===== src/include/sps_pkg.sv =====
// constants and types for the sfr page stack block
`default_nettype none
package sps_pkg;
  // ---------------------------------------------------------------
  // address space
  // ---------------------------------------------------------------
  localparam logic [7:0] SPS_SFR_LO = 8'h80;
  localparam logic [7:0] SPS_SFR_HI = 8'hFF;
  localparam logic [3:0] SPS_BIT_NIB_A = 4'h0;
  localparam logic [3:0] SPS_BIT_NIB_B = 4'h8;
  // ---------------------------------------------------------------
  // register addresses
  // ---------------------------------------------------------------
  localparam logic [7:0] SPS_ADDR_CTRL = 8'h84;
  localparam logic [7:0] SPS_ADDR_MID = 8'h85;
  localparam logic [7:0] SPS_ADDR_BOT = 8'h86;
  localparam logic [7:0] SPS_ADDR_PAGE = 8'hA7;
  // ---------------------------------------------------------------
  // pages
  // ---------------------------------------------------------------
  localparam logic [7:0] SPS_PAGE_0 = 8'h00;
  localparam logic [7:0] SPS_PAGE_C = 8'h0C;
  localparam logic [7:0] SPS_PAGE_F = 8'h0F;
  localparam logic [7:0] SPS_PAGE_X = 8'h10;
  localparam logic [7:0] SPS_PAGE_CTRL = 8'h0F;
  // ---------------------------------------------------------------
  // interrupt source codes
  // ---------------------------------------------------------------
  localparam logic [3:0] SPS_SRC_BUS_CTRL = 4'h1;
  localparam logic [3:0] SPS_SRC_SERIAL2 = 4'h2;
  localparam logic [3:0] SPS_SRC_COUNTER2 = 4'h3;
  localparam logic [3:0] SPS_SRC_COMP3 = 4'h4;
  localparam logic [3:0] SPS_SRC_TIMER4 = 4'h5;
  localparam logic [3:0] SPS_SRC_TIMER5 = 4'h6;
  // ---------------------------------------------------------------
  // reset values and fields
  // ---------------------------------------------------------------
  localparam logic [7:0] SPS_RST_PAGE = 8'h00;
  localparam logic [7:0] SPS_RST_MID = 8'h00;
  localparam logic [7:0] SPS_RST_BOT = 8'h00;
  localparam logic SPS_RST_AUTO_EN = 1'b1;
  localparam int SPS_AUTO_EN_BIT = 0;
  localparam logic [7:0] SPS_READ_ZERO = 8'h00;
endpackage : sps_pkg
`default_nettype wire


===== src/hdl/sps_page_stack.sv =====
// sfr space decode, page selection and three-byte page stack
//
// Summary of operation
// - direct 0x80..0xFF goes to sfr space
// - nibble 0x0/0x8 addresses are bit-addressable
// - page number space spans 256 pages
// - only pages 0x0, 0xC, 0xF populated
// - stack: current top, middle, bottom bytes
// - entry pushes stack, loads source page
// - return pops stack; empty bottom gives zero
// - software stack writes never push or pop
// - middle and bottom writable during service
// - source page: 0x00, 0x0C or 0x10
// - auto enable clear stops paging and shifts
// - some registers decode on every page
// - push overwrites bottom byte always
// - page select writable in any cycle without a push or pop, takes effect next cycle
// - auto enable bit0 at 0x84, page 0x0F
// - page select at 0xA7, all pages
// - middle byte at 0x85, all pages
`default_nettype none
module sps_page_stack
  import sps_pkg::*;
(
  input wire logic i_mclk,          // core clock
  input wire logic i_rst,           // async reset, active high
  input wire logic i_acc,           // access strobe, one cycle
  input wire logic i_direct,        // direct addressing mode
  input wire logic i_wr,            // write when high, else read
  input wire logic i_bit_op,        // bit access instead of byte
  input wire logic [2:0] i_bit_sel, // bit position for bit access
  input wire logic [7:0] i_addr,    // access address
  input wire logic [7:0] i_wdata,   // write data or bit in [0]
  input wire logic [7:0] i_ext_rdata, // read data of other sfrs
  input wire logic i_ext_all_pages, // ext sfr decoded on all pages
  input wire logic i_irq_entry,     // vector entry pulse
  input wire logic [3:0] i_irq_src, // interrupting source code
  input wire logic i_irq_return,    // interrupt return pulse
  output logic o_sfr_sel,           // access goes to sfr space
  output logic o_ram_sel,           // access goes to data memory
  output logic o_bit_ok,            // bit access allowed here
  output logic o_ext_sel,           // access for other sfr, paged
  output logic [7:0] o_page,        // current page select
  output logic [7:0] o_stack_mid,   // middle stack byte
  output logic [7:0] o_stack_bot,   // bottom stack byte
  output logic o_auto_en,           // auto page enable
  output logic [7:0] o_rdata        // read data, registered
);
  // ---------------------------------------------------------------
  // state
  // ---------------------------------------------------------------
  typedef struct packed {
    logic [7:0] page;
    logic auto_en;
    logic [7:0] rdata;
  } sps_state_t;

  sps_state_t st_r;
  sps_state_t st_nxt;

  logic in_sfr;
  logic bit_ok;
  logic page_pop;
  logic hit_ctrl;
  logic hit_mid;
  logic hit_bot;
  logic hit_page;
  logic own_hit;
  logic push;
  logic pop;
  logic wr_acc;
  logic [7:0] entry_page;
  logic [7:0] cur_val;
  logic [7:0] new_val;
  logic [7:0] own_rd;
  logic [7:0] mid_q;
  logic [7:0] bot_q;

  // ---------------------------------------------------------------
  // decode
  // ---------------------------------------------------------------
  // sfr space only for direct accesses in the upper half
  assign in_sfr = i_direct && (i_addr >= SPS_SFR_LO)
                  && (i_addr <= SPS_SFR_HI);
  assign bit_ok = (i_addr[3:0] == SPS_BIT_NIB_A)
                  || (i_addr[3:0] == SPS_BIT_NIB_B);
  // a page is one of 256; only three are populated
  assign page_pop = (st_r.page == SPS_PAGE_0)
                    || (st_r.page == SPS_PAGE_C)
                    || (st_r.page == SPS_PAGE_F);
  assign hit_page = in_sfr && (i_addr == SPS_ADDR_PAGE);
  assign hit_mid = in_sfr && (i_addr == SPS_ADDR_MID);
  assign hit_bot = in_sfr && (i_addr == SPS_ADDR_BOT);
  assign hit_ctrl = in_sfr && (i_addr == SPS_ADDR_CTRL)
                    && (st_r.page == SPS_PAGE_CTRL);
  assign own_hit = hit_page || hit_mid || hit_bot || hit_ctrl;
  // other sfrs: all-page ones ignore page select
  assign o_ext_sel = in_sfr && !own_hit
                     && (i_ext_all_pages || page_pop);

  // only legal bit accesses modify state
  assign wr_acc = i_acc && i_wr && (!i_bit_op || bit_ok);

  // ---------------------------------------------------------------
  // entry page lookup
  // ---------------------------------------------------------------
  always_comb begin
    unique case (i_irq_src)
      SPS_SRC_BUS_CTRL: entry_page = SPS_PAGE_C;
      SPS_SRC_SERIAL2,
      SPS_SRC_COUNTER2,
      SPS_SRC_COMP3,
      SPS_SRC_TIMER4,
      SPS_SRC_TIMER5: entry_page = SPS_PAGE_X;
      default: entry_page = SPS_PAGE_0;
    endcase
  end

  // shifts only on interrupt events, gated by auto enable
  assign push = i_irq_entry && st_r.auto_en;
  assign pop = i_irq_return && !i_irq_entry
               && st_r.auto_en;

  // ---------------------------------------------------------------
  // read and bit merge
  // ---------------------------------------------------------------
  always_comb begin
    own_rd = SPS_READ_ZERO;
    if (hit_page) begin
      own_rd = st_r.page;
    end else if (hit_mid) begin
      own_rd = mid_q;
    end else if (hit_bot) begin
      own_rd = bot_q;
    end else if (hit_ctrl) begin
      own_rd[SPS_AUTO_EN_BIT] = st_r.auto_en;
    end
  end

  // bit writes patch one bit of the current value
  always_comb begin
    cur_val = own_rd;
    new_val = i_wdata;
    if (i_bit_op) begin
      new_val = cur_val;
      new_val[i_bit_sel] = i_wdata[0];
    end
  end

  // ---------------------------------------------------------------
  // next state
  // ---------------------------------------------------------------
  always_comb begin
    st_nxt = st_r;
    if (push) begin
      st_nxt.page = entry_page;
    end else if (pop) begin
      st_nxt.page = mid_q;
    end else if (wr_acc && hit_page) begin
      st_nxt.page = new_val;
    end
    if (wr_acc && hit_ctrl) begin
      st_nxt.auto_en = new_val[SPS_AUTO_EN_BIT];
    end
    if (i_acc && !i_wr) begin
      st_nxt.rdata = own_hit ? own_rd : i_ext_rdata;
    end
  end

  always_ff @(posedge i_mclk or posedge i_rst) begin
    if (i_rst) begin
      st_r <= '{page: SPS_RST_PAGE, auto_en: SPS_RST_AUTO_EN,
                rdata: SPS_READ_ZERO};
    end else begin
      st_r <= st_nxt;
    end
  end

  // ---------------------------------------------------------------
  // middle and bottom stack bytes
  // ---------------------------------------------------------------
  sps_stack_byte #(
    .RST_VAL(SPS_RST_MID)
  ) u_mid (
    .i_mclk(i_mclk),
    .i_rst(i_rst),
    .i_shift(push || pop),
    .i_shift_d(push ? st_r.page : bot_q),
    .i_wr(wr_acc && hit_mid),
    .i_wr_d(new_val),
    .o_q(mid_q)
  );

  sps_stack_byte #(
    .RST_VAL(SPS_RST_BOT)
  ) u_bot (
    .i_mclk(i_mclk),
    .i_rst(i_rst),
    .i_shift(push || pop),
    .i_shift_d(push ? mid_q : SPS_READ_ZERO),
    .i_wr(wr_acc && hit_bot),
    .i_wr_d(new_val),
    .o_q(bot_q)
  );

  // ---------------------------------------------------------------
  // outputs
  // ---------------------------------------------------------------
  assign o_sfr_sel = i_acc && in_sfr;
  assign o_ram_sel = i_acc && !in_sfr;
  assign o_bit_ok = bit_ok;
  assign o_page = st_r.page;
  assign o_stack_mid = mid_q;
  assign o_stack_bot = bot_q;
  assign o_auto_en = st_r.auto_en;
  assign o_rdata = st_r.rdata;
endmodule // sps_page_stack
`default_nettype wire


===== src/hdl/sps_stack_byte.sv =====
// one stack byte: shift load has priority over software write
`default_nettype none
module sps_stack_byte
  import sps_pkg::*;
#(
  parameter logic [7:0] RST_VAL = 8'h00
) (
  input wire logic i_mclk,        // core clock
  input wire logic i_rst,         // async reset, active high
  input wire logic i_shift,       // push or pop load
  input wire logic [7:0] i_shift_d, // value on shift
  input wire logic i_wr,          // software write strobe
  input wire logic [7:0] i_wr_d,  // software write value
  output logic [7:0] o_q          // stored byte
);
  typedef struct packed {
    logic [7:0] val;
  } sps_byte_t;

  sps_byte_t st_r;
  sps_byte_t st_nxt;

  always_comb begin
    st_nxt = st_r;
    if (i_shift) begin
      st_nxt.val = i_shift_d;
    end else if (i_wr) begin
      st_nxt.val = i_wr_d;
    end
  end

  always_ff @(posedge i_mclk or posedge i_rst) begin
    if (i_rst) begin
      st_r <= '{val: RST_VAL};
    end else begin
      st_r <= st_nxt;
    end
  end

  assign o_q = st_r.val;
endmodule // sps_stack_byte
`default_nettype wire


===== config.mk =====
export PLATFORM = sky130hd
export DESIGN_NAME = sps_page_stack
export DESIGN_NICKNAME = d
export VERILOG_FILES = /design/src/include/sps_pkg.sv /design/src/hdl/sps_page_stack.sv /design/src/hdl/sps_stack_byte.sv
export SDC_FILE = /design/constraint.sdc
export NUM_CORES = 1
export LEC_CHECK = 0
export ABC_AREA = 0
export BUFFER_PORTS_ARGS = -buffer_cell sky130_fd_sc_hd__buf_2
export CORE_MARGIN = 4
export CORE_UTILIZATION = 30
export CTS_CLUSTER_SIZE = 40
export DETAILED_ROUTE_END_ITERATION = 8
export GPL_TIMING_DRIVEN = 0
export PLACE_DENSITY = 0.61
export SYNTH_ARGS = -nofsm -noshare
export SYNTH_HDL_FRONTEND = slang
export SYNTH_HIERARCHICAL = 1
export SYNTH_SLANG_ARGS = --single-unit

===== constraint.sdc =====
create_clock -name i_mclk -period 4.6 [get_ports i_mclk]
set_input_delay 0.92 -clock i_mclk [delete_from_list [all_inputs] [get_ports i_mclk]]
set_output_delay 0.92 -clock i_mclk [all_outputs]
set_load 0.1 [all_outputs]

==> results.md, run 1 <==
- Avg Cell Area, Syn: 8.486 um^2
- Mapped cell area: 0.002495 mm^2
- RSZ-0062 raised after global routing: no
- Crit path capture type: output pin
- Clock buffer depth: 2
- Net Sw Frac: 0.4671
- Sequential area share after synthesis: 0.3315
- Drt first pass iters: 4
- Cell row count: 32
- Synth Flop Type: dfrtp_1
- Highest-count cells in the layout ignoring fill and taps: 70 x buf_2, 41 x nand2_1, 32 x dfrtp_1
- Total setup buffers inserted after CTS: 0
- Post-Route WL: 8468 um
- Die Height: 99.20 um
- Combinational cell fraction of total power: 0.401
- Final slew viol count: 0
- Maximum clock frequency: 271.8 MHz
- Place WS: 914.0 ps
- Detailed Route Iter0 Violations: 108
- Starting Density: 0.3163
- Hold_buf cts: 0
- Vias in the first global route: 2,594
- Clock power share: 0.240
- Slew @ Worst Pin: 921.5 ps
- Core area: 0.007888 mm^2
- Maximum vdd drop: 84.52 uV
- Setup violations, final: 0
- DR WL/cell: 17.98 um
- GR Overflow Total: 0
- Setup_tns: 0 ps
- CP max stage delay: 560 ps
- Largest net degree at the start of global routing: 22
- Layout net count: 409
- Cells after Synth: 294
- GRT Overall Usage: 0.1692
- Vias/cell: 5.510
- Clk_skew: 12.53 ps
- DIE AREA: 0.009840 mm^2
- Critical Path AT: 2760 ps
- Leakage power: 0.001371 uW
- Status: finished clean
- Final ANT Viol Nets: 0
- Layout fillers: 830
- Clk sinks: 33
- P per Cell Area: 317.9 mW/mm^2
- Clk_lat worst skew: 300 ps
- Hpwl dp: 6719 um
- Post-layout minimum cycle time: 3679 ps
- Layout cells sized above 1: 0.2927
- Yosys reg bits: 33
- Count of final hold-check violations: 0
- Critical-path cell list: buf_2, nor4b_4, nand2_2, or4_4, buf_6, o21ai_0, nor2_1, buf_2
- P&R area growth vs syn: 22.47%
- CTS root buffer: clkbuf_8
- CTS Buf Count: 5
- Internal Power: 517.7 uW
- Ant diodes: 0
- Ys async rst share: 1.000
- Period utilization: 0.7999
- DRC: 0
- EDFF count, synth: 0
- Reg2reg setup slack: 2320 ps
- Slew headroom: 0.3850
- CP max-delay cell: or4_4
- CP max FO: 9
- GPL Wtd Cong: 0.8842
- Critical Path Start: i_addr[4]
- Hold_sp: o_rdata[7]$_DFFE_PP0P_
- HP Class: reg -> reg
- Io pins: 77
- First-pass GRT wire length: 13,570 um
- Commonest non-fill, non-tap cell in the layout: buf_2
- Initial antenna violation count: 0
- CTS tree: yes
- Post-cts resize count: 0
- H-Tree Depth: 2
- Critical Path RT: 3680 ps
- Sequential power share: 0.359
- Cell family with most CP delay: simple AND/OR/NAND/NOR gates
- Switching pwr: 453.8 uW
- Crit path kind: in -> out
- Die extent in x: 99.20 um
- FF-to-FF Start: o_auto_en$_DFFE_PP1P_
- Total nets after synthesis: 334
- WP buf/inv: 3
- Count of different cell masters after synthesis: 57
- Slack of the critical path: 920.7 ps
- DR vias: 2,595
- I/O Buffers: 68
- Total of max-cap violations: 0
- Clock-pin transition on the worst setup and hold timing paths: 70 ps
- Type of origin of the critical path: input port
- Yosys warning count: 6
- Most used cell, CP: buf_2
[state kept, by name, summed over array words and instances (netlist names)]
signal,count
o_page,8
u_mid/o_q,8
u_bot/o_q,8
o_rdata,8
o_auto_en,1
[worst reg2reg max path, delay by kind of cell, from the launching register on]
kind | cells | cell delay, ps
and+or+nand+nor | 1 | 720
buffers and inverters | 2 | 340
DFF | 1 | 540
AOI/OAI and AO/OA | 2 | 570
[cell families (layout without fill, tap and decap cells)]
| kind of cell | count (synthesis) | after routing | synth area share |
|---|---|---|---|
| AO/OA/AOI/OAI | 88 | 88 | 0.2412 |
| multiplexers | 26 | 26 | 0.1083 |
| AND/OR/NAND/NOR | 115 | 115 | 0.2377 |
| buffers and inverters | 31 | 106 | 0.07773 |
| XOR/XNOR | 1 | 1 | 0.003511 |
| flip-flops | 33 | 33 | 0.3315 |
[metal layers]
metal	global-route usage	wire [um]	share of wire
met1	0.2045	3534	0.42
met2	0.2975	4161	0.49
met3	0.03647	591	0.070
met4	0.05567	180	0.021
met5	0	0	0
[synth_stat cells, types with 4 or more instances]
cell type,number,area [um^2]
mux2i_1,18,180.2
nor3_1,9,45.04
nand3_1,5,25.02
a21oi_1,7,35.03
o31ai_1,4,30.03
o21ai_0,12,60.06
mux2_2,8,90.09
a31oi_1,12,75.07
dfrtp_1,32,800.8
and3_1,10,62.56
o21ai_1,16,80.08
nor2_1,26,97.59
nand2_1,41,153.9
a221o_1,6,60.06
inv_1,9,33.78
a21o_1,5,37.54
o211ai_1,6,45.04
clkbuf_1,10,37.54
buf_6,5,56.30
[metrics by stage]
stage          instances  cell area, um^2  power [uW]  hold WS [ps]    util
6_report             471             3055       971.4         542.8  0.3874
2_1_floorplan        294             2495       655.5         735.7       -
3_3_place_gp         464             2963       738.9         510.4  0.3756
5_1_grt              471             3055        1009         572.5  0.3874
4_1_cts              471             3055       975.1         551.3  0.3874
3_5_place_dp         464             2965       744.4         534.1  0.3760
[power by group through the flow]
stage / clock, uW / sequential (uW) / combinational [uW]
floorplan: 0 / 534 / 121
global placement: 0 / 354 / 385
detailed placement: 0 / 355 / 390
CTS: 236 / 349 / 390
global route: 247 / 353 / 409
finish: 233 / 349 / 389
[final timing paths]
| path | cells past startpoint | to |
|---|---|---|
| max reg2reg | 5 | o_page[2]$_DFFE_PP0P_ |
| min in group asynchronous | 2 | u_bot/o_q[3]$_DFFE_PP0P_ |
| max in group asynchronous | 2 | o_rdata[2]$_DFFE_PP0P_ |
| max | 8 | o_ext_sel |
| min reg2reg | 2 | o_rdata[7]$_DFFE_PP0P_ |
| min | 2 | o_rdata[7]$_DFFE_PP0P_ |
[final cells by class]
cell class | count | area, um^2 | area share
clock inverters | 1 | 7.507 | 0.002457
multi-input cells | 230 | 1476 | 0.4832
repair buffers | 68 | 340.3 | 0.1114
flip-flops and latches | 33 | 827.0 | 0.2707
plain buffers | 22 | 160.2 | 0.05242
well taps | 102 | 127.6 | 0.04177
clock buffers | 6 | 82.58 | 0.02703
inverters | 9 | 33.78 | 0.01106
Note: power is estimated with default switching activity, not from simulation.
==> run 2, diff against run 1 <==
ABC_AREA = 1   (was 0)
PLACE_DENSITY = 0.6   (was 0.61)
clock period = 3.43 ns   (was 4.6 ns; I/O delays follow)
==> results.md, run 2 <==
- Crit path capture type: output pin
- Clk_lat worst skew: 290 ps
- Ys async rst share: 1.000
- Sequential area share after synthesis: 0.3269
- P&R area growth vs syn: 24.48%
- P per Cell Area: 317.0 mW/mm^2
- Commonest non-fill, non-tap cell in the layout: nand2_1
- GR Overflow Total: 0
- Net Sw Frac: 0.3637
- Internal Power: 635.2 uW
- Layout fillers: 891
- Die extent in x: 99.83 um
- Layout cells sized above 1: 0.2305
- Synth Flop Type: dfrtp_1
- Maximum clock frequency: 333.1 MHz
- DR WL/cell: 15.43 um
- Total nets after synthesis: 443
- Hpwl dp: 7460 um
- Yosys warning count: 6
- Post-cts resize count: 0
- DR vias: 2,975
- Io pins: 77
- Status: finished clean
- Setup_tns: 0 ps
- Clk_skew: 4.202 ps
- DRC: 0
- Synth area leaders: dfrtp_1 32%, nand2_1 20%, nand3_1 9.7%
- Leakage power: 0.001709 uW
- GRT Overall Usage: 0.1856
- DIE AREA: 0.009966 mm^2
- Hold_buf cts: 0
- Final Power: 998.2 uW
- Slew headroom: 0.5051
- Detailed Route Iter0 Violations: 176
- Count of final hold-check violations: 0
- Post-synth top area share: 0.3165
- Type of origin of the critical path: input port
- Highest-count cells in the layout ignoring fill and taps: 138 x nand2_1, 77 x buf_2, 49 x nand3_1
- Switching pwr: 363.0 uW
- Core Util, Final: 0.3833
- Critical-path cell list: buf_2, nand2_1, inv_2, nand3_2, nand2_1, inv_2, nand2_4, buf_6, nor3_4, buf_2
- CP max-delay cell: buf_2
- Critical Path RT: 2740 ps
- I/O Buffers: 75
- CP max stage delay: 440 ps
- Clock buffer depth: 2
- Crit path kind: in -> out
- Initial antenna violation count: 0
- Period utilization: 0.8753
- Combinational cell fraction of total power: 0.252
- Die Height: 99.83 um
- Total setup buffers inserted after CTS: 0
- Count of different cell masters after synthesis: 30
- CTS Buf Count: 5
- CTS tree: yes
- Clk sinks: 33
- HP Class: in -> async
- GPL Wtd Cong: 0.9642
- Drt first pass iters: 5
- RSZ-0062 raised after global routing: no
- Post-synth top cells: 138 x nand2_1, 49 x nand3_1, 47 x inv_1
- Final ANT Viol Nets: 0
- Slew @ Worst Pin: 741.5 ps
- Mapped cell area: 0.002530 mm^2
- First-pass GRT wire length: 14,480 um
- Area leader, netlist: dfrtp_1
- Total of max-cap violations: 0
- H-Tree Depth: 2
- Cells after Synth: 403
- Avg Cell Area, Syn: 6.278 um^2
- Setup violations, final: 0
- Vias/cell: 5.034
- Post-Route WL: 9120 um
- Count leader, synth: nand2_1
- Ant diodes: 0
- Critical Path AT: 2320 ps
- CTS root buffer: clkbuf_8
- Layout net count: 525
- Post-layout minimum cycle time: 3002 ps
- EDFF count, synth: 0
- Starting Density: 0.3079
- Final slew viol count: 0
- Yosys reg bits: 33
- Maximum vdd drop: 112.8 uV
- CP max FO: 10
- Clock-pin transition on the worst setup and hold timing paths: 70 ps
- Vias in the first global route: 2,837
- Sequential power share: 0.412
- Largest net degree at the start of global routing: 18
- Core area: 0.008217 mm^2
- Clock power share: 0.336
- Cell row count: 33
[run 2: cell count changes in the layout (fill, tap and decap cells not counted), sizes merged, moves of 6 or more]
cell,previous run,this run
nand3,5,50
mux2i,18,0
a21oi,8,18
nand2,42,142
buf,76,83
clkbuf,20,10
o21ai,28,16
and3,10,0
nor2,27,41
inv,9,52
mux2,8,0
nand4,3,20
a31oi,12,0
a221o,6,0
[run 2: metrics by stage]
stage / instances / area, um^2 / setup slack (ps) / hold slack [ps]
after detailed placement: 583 / 3048 / 427.3 / 464.7
after global routing: 591 / 3149 / 321.0 / 389.8
final: 591 / 3149 / 427.8 / 364.8
after global placement: 583 / 3048 / 435.8 / 461.6
after CTS: 591 / 3149 / 424.2 / 375.6
after floorplan: 403 / 2541 / 329.7 / 501.7
[run 2: power by group through the flow]
stage | registers [uW] | logic [uW] | clock network (uW)
floorplan | 518 | 85.9 | 0
global placement | 418 | 251 | 0
detailed placement | 419 | 252 | 0
CTS | 411 | 253 | 343
global route | 413 | 268 | 358
finish | 411 | 252 | 336
[run 2: cells by family (layout without fill, tap and decap cells)]
| group | after synthesis | count (layout) | synth area share |
|---|---|---|---|
| compound gates | 42 | 42 | 0.09694 |
| buf+inv | 64 | 147 | 0.1083 |
| flops | 33 | 33 | 0.3269 |
| simple gates | 264 | 264 | 0.4679 |
[run 2: cell type report]
class / count / area [um^2] / area share
plain buffers: 11 / 73.82 / 0.02344
clock buffers: 7 / 96.34 / 0.03059
clock inverters: 1 / 5.005 / 0.001589
inverters: 53 / 200.2 / 0.06357
multi-input cells: 306 / 1440 / 0.4573
flip-flops and latches: 33 / 827.0 / 0.2626
well taps: 105 / 131.4 / 0.04172
repair buffers: 75 / 375.4 / 0.1192
[run 2: path summary, 6_finish.rpt]
check                                  startpoint                  endpoint  slack, ps  cells past startpoint
setup reg to reg            o_auto_en$_DFFE_PP1P_     o_page[4]$_DFFE_PP0P_       1540                      6
max in group asynchronous                   i_rst     o_page[0]$_DFFE_PP0P_       2410                      2
hold / removal                              i_rst  u_bot/o_q[3]$_DFFE_PP0P_        360                      2
min in group i_mclk        o_rdata[4]$_DFFE_PP0P_    o_rdata[4]$_DFFE_PP0P_        480                      2
hold reg to reg            o_rdata[4]$_DFFE_PP0P_    o_rdata[4]$_DFFE_PP0P_        480                      2
setup / recovery                        i_addr[7]                 o_ext_sel        430                     10
[run 2: layer usage]
| layer | up-vias | wire length, um | GRT usage |
|---|---|---|---|
| li1 | 1468 | - | - |
| met1 | 1381 | 4004 | 0.2536 |
| met2 | 112 | 4290 | 0.3012 |
| met3 | 14 | 653 | 0.03058 |
| met4 | 0 | 172 | 0.05567 |
| met5 | - | 0 | 0 |
[run 2: worst max-delay path, delay by kind of cell]
kind	cells	cell delay (ps)
and+or+nand+nor	5	710
buffers and inverters	5	910
==> run 3, diff against run 2 <==
REMOVE_ABC_BUFFERS = 1   (was not set)
==> results.md, run 3 (synthesis gave the netlist of run 2 again) <==
- CTS Buf Count: 5
- Maximum clock frequency: 319.2 MHz
- Post-Route WL: 8513 um
- DR WL/cell: 14.65 um
- CTS tree: yes
- Slew @ Worst Pin: 818.3 ps
- P&R area growth vs syn: 20.87%
- Final ANT Viol Nets: 0
- HP Class: in -> async
- Final Non-Filler Cells: 581
- Die extent in x: 99.83 um
- Critical Path Start: i_addr[6]
- Layout net count: 515
- Slew headroom: 0.4539
- Clk sinks: 33
- Maximum vdd drop: 145.2 uV
- Detailed Route Iter0 Violations: 234
- Highest-count cells in the layout ignoring fill and taps: 138 x nand2_1, 76 x buf_2, 49 x nand3_1
- Slack of the critical path: 297.5 ps
- Post-layout minimum cycle time: 3133 ps
- Clk_lat worst skew: 280 ps
- Critical Path AT: 2450 ps
- Layout cells sized above 1: 0.2164
- Post-route cell area: 0.003058 mm^2
- GRT Overall Usage: 0.1716
- Multi-input logic area: 0.001429 mm^2
- Vias in the first global route: 2,760
- CP Capture Point: o_ext_sel
- DR vias: 2,938
- Crit path capture type: output pin
- RSZ-0062 raised after global routing: no
- Hold_buf cts: 0
- Clock buffer depth: 2
- Crit path kind: in -> out
- Cell row count: 33
- Status: finished clean
- Hpwl dp: 6965 um
- FF-to-FF Start: o_auto_en$_DFFE_PP1P_
- Ant diodes: 0
- Initial antenna violation count: 0
- Io pins: 77
- Place WS: 292.2 ps
- DRC: 0
- Commonest non-fill, non-tap cell in the layout: nand2_1
- Drt first pass iters: 5
- Largest net degree at the start of global routing: 27
- Type of origin of the critical path: input port
- First-pass GRT wire length: 13,740 um
- GPL Wtd Cong: 0.8790
- R2r worst-path depth: 7
- Reg-to-Reg End: o_page[4]$_DFFE_PP0P_
- Die Height: 99.83 um
- Final slew viol count: 0
- Setup_tns: 0 ps
- Critical Path RT: 2740 ps
- Core area: 0.008217 mm^2
- Total of max-cap violations: 0
- Leakage power: 0.001658 uW
- I/O Buffers: 76
- Period utilization: 0.9133
- Placed Instance Area: 0.002968 mm^2
- Layout fillers: 900
- GR Overflow Total: 0
- Starting Density: 0.3079
- Placed cell count: 573
- Setup violations, final: 0
- Reg2reg setup slack: 1020 ps
- Total setup buffers inserted after CTS: 0
- Clk_skew: 6.163 ps
- Sequential Area: 827.0 um^2
- DIE AREA: 0.009966 mm^2
- Vias/cell: 5.057
- Post-cts resize count: 0
- CP max FO: 16
- Count of final hold-check violations: 0
- CTS root buffer: clkbuf_8
- P per Cell Area: 314.5 mW/mm^2
- H-Tree Depth: 2
- Clock-pin transition on the worst setup and hold timing paths: 60 ps
## run 3: routing by layer
| layer | share of wire | wire length, um | GRT usage | up-vias |
|---|---|---|---|---|
| li1 | - | - | - | 1449 |
| met1 | 0.46 | 3925 | 0.2433 | 1335 |
| met2 | 0.45 | 3858 | 0.2689 | 143 |
| met3 | 0.075 | 636 | 0.03336 | 11 |
| met4 | 0.011 | 93 | 0.04202 | 0 |
| met5 | 0 | 0 | 0 | - |
## run 3: worst min path at each step
| stage | endpoint | cells after the start | from | slack (ps) |
|---|---|---|---|---|
| after global routing | u_bot/o_q[2]$_DFFE_PP0P_ | 2 | i_rst | 370 |
| after global placement | o_rdata[4]$_DFFE_PP0P_ | 2 | o_rdata[4]$_DFFE_PP0P_ | 460 |
| final | u_bot/o_q[1]$_DFFE_PP0P_ | 2 | i_rst | 360 |
| after floorplan | u_bot/o_q[0]$_DFFE_PP0P_ | 1 | i_rst | 500 |
| after detailed placement | o_rdata[5]$_DFFE_PP0P_ | 2 | o_rdata[5]$_DFFE_PP0P_ | 460 |
| after CTS | u_bot/o_q[2]$_DFFE_PP0P_ | 2 | i_rst | 360 |
## run 3: through the flow
stage / total power, uW / hold slack (ps) / util
after floorplan: 600.8 / 501.7 / -
after global placement: 663.9 / 460.0 / 0.3612
after CTS: 973.3 / 362.9 / 0.3722
after global routing: 1009 / 369.9 / 0.3722
after detailed placement: 666.5 / 464.7 / 0.3612
final: 961.8 / 364.9 / 0.3722
## run 3: critical path, cell delays in order
cell and delay [ps]:
buf_2 100, inv_1 50, nand2_1 70, nor2_2 510
nand3_1 170, a21oi_1 210, inv_1 110, nand2_4 170
nor3_1 80, buf_2 290
## run 3: where the power goes
group	switching [uW]	total, uW	internal (uW)
Sequential	8.05	411	403
Combinational	198	248	49.6
Clock	139	303	164
## run 3: layout make-up
type                            instances  area share
Sequential cell                        33      0.2705
Tap cell                              105     0.04296
Inverter                               53     0.06547
Multi-Input combinational cell        306      0.4673
Clock buffer                            8     0.02946
Timing Repair Buffer                   76      0.1244
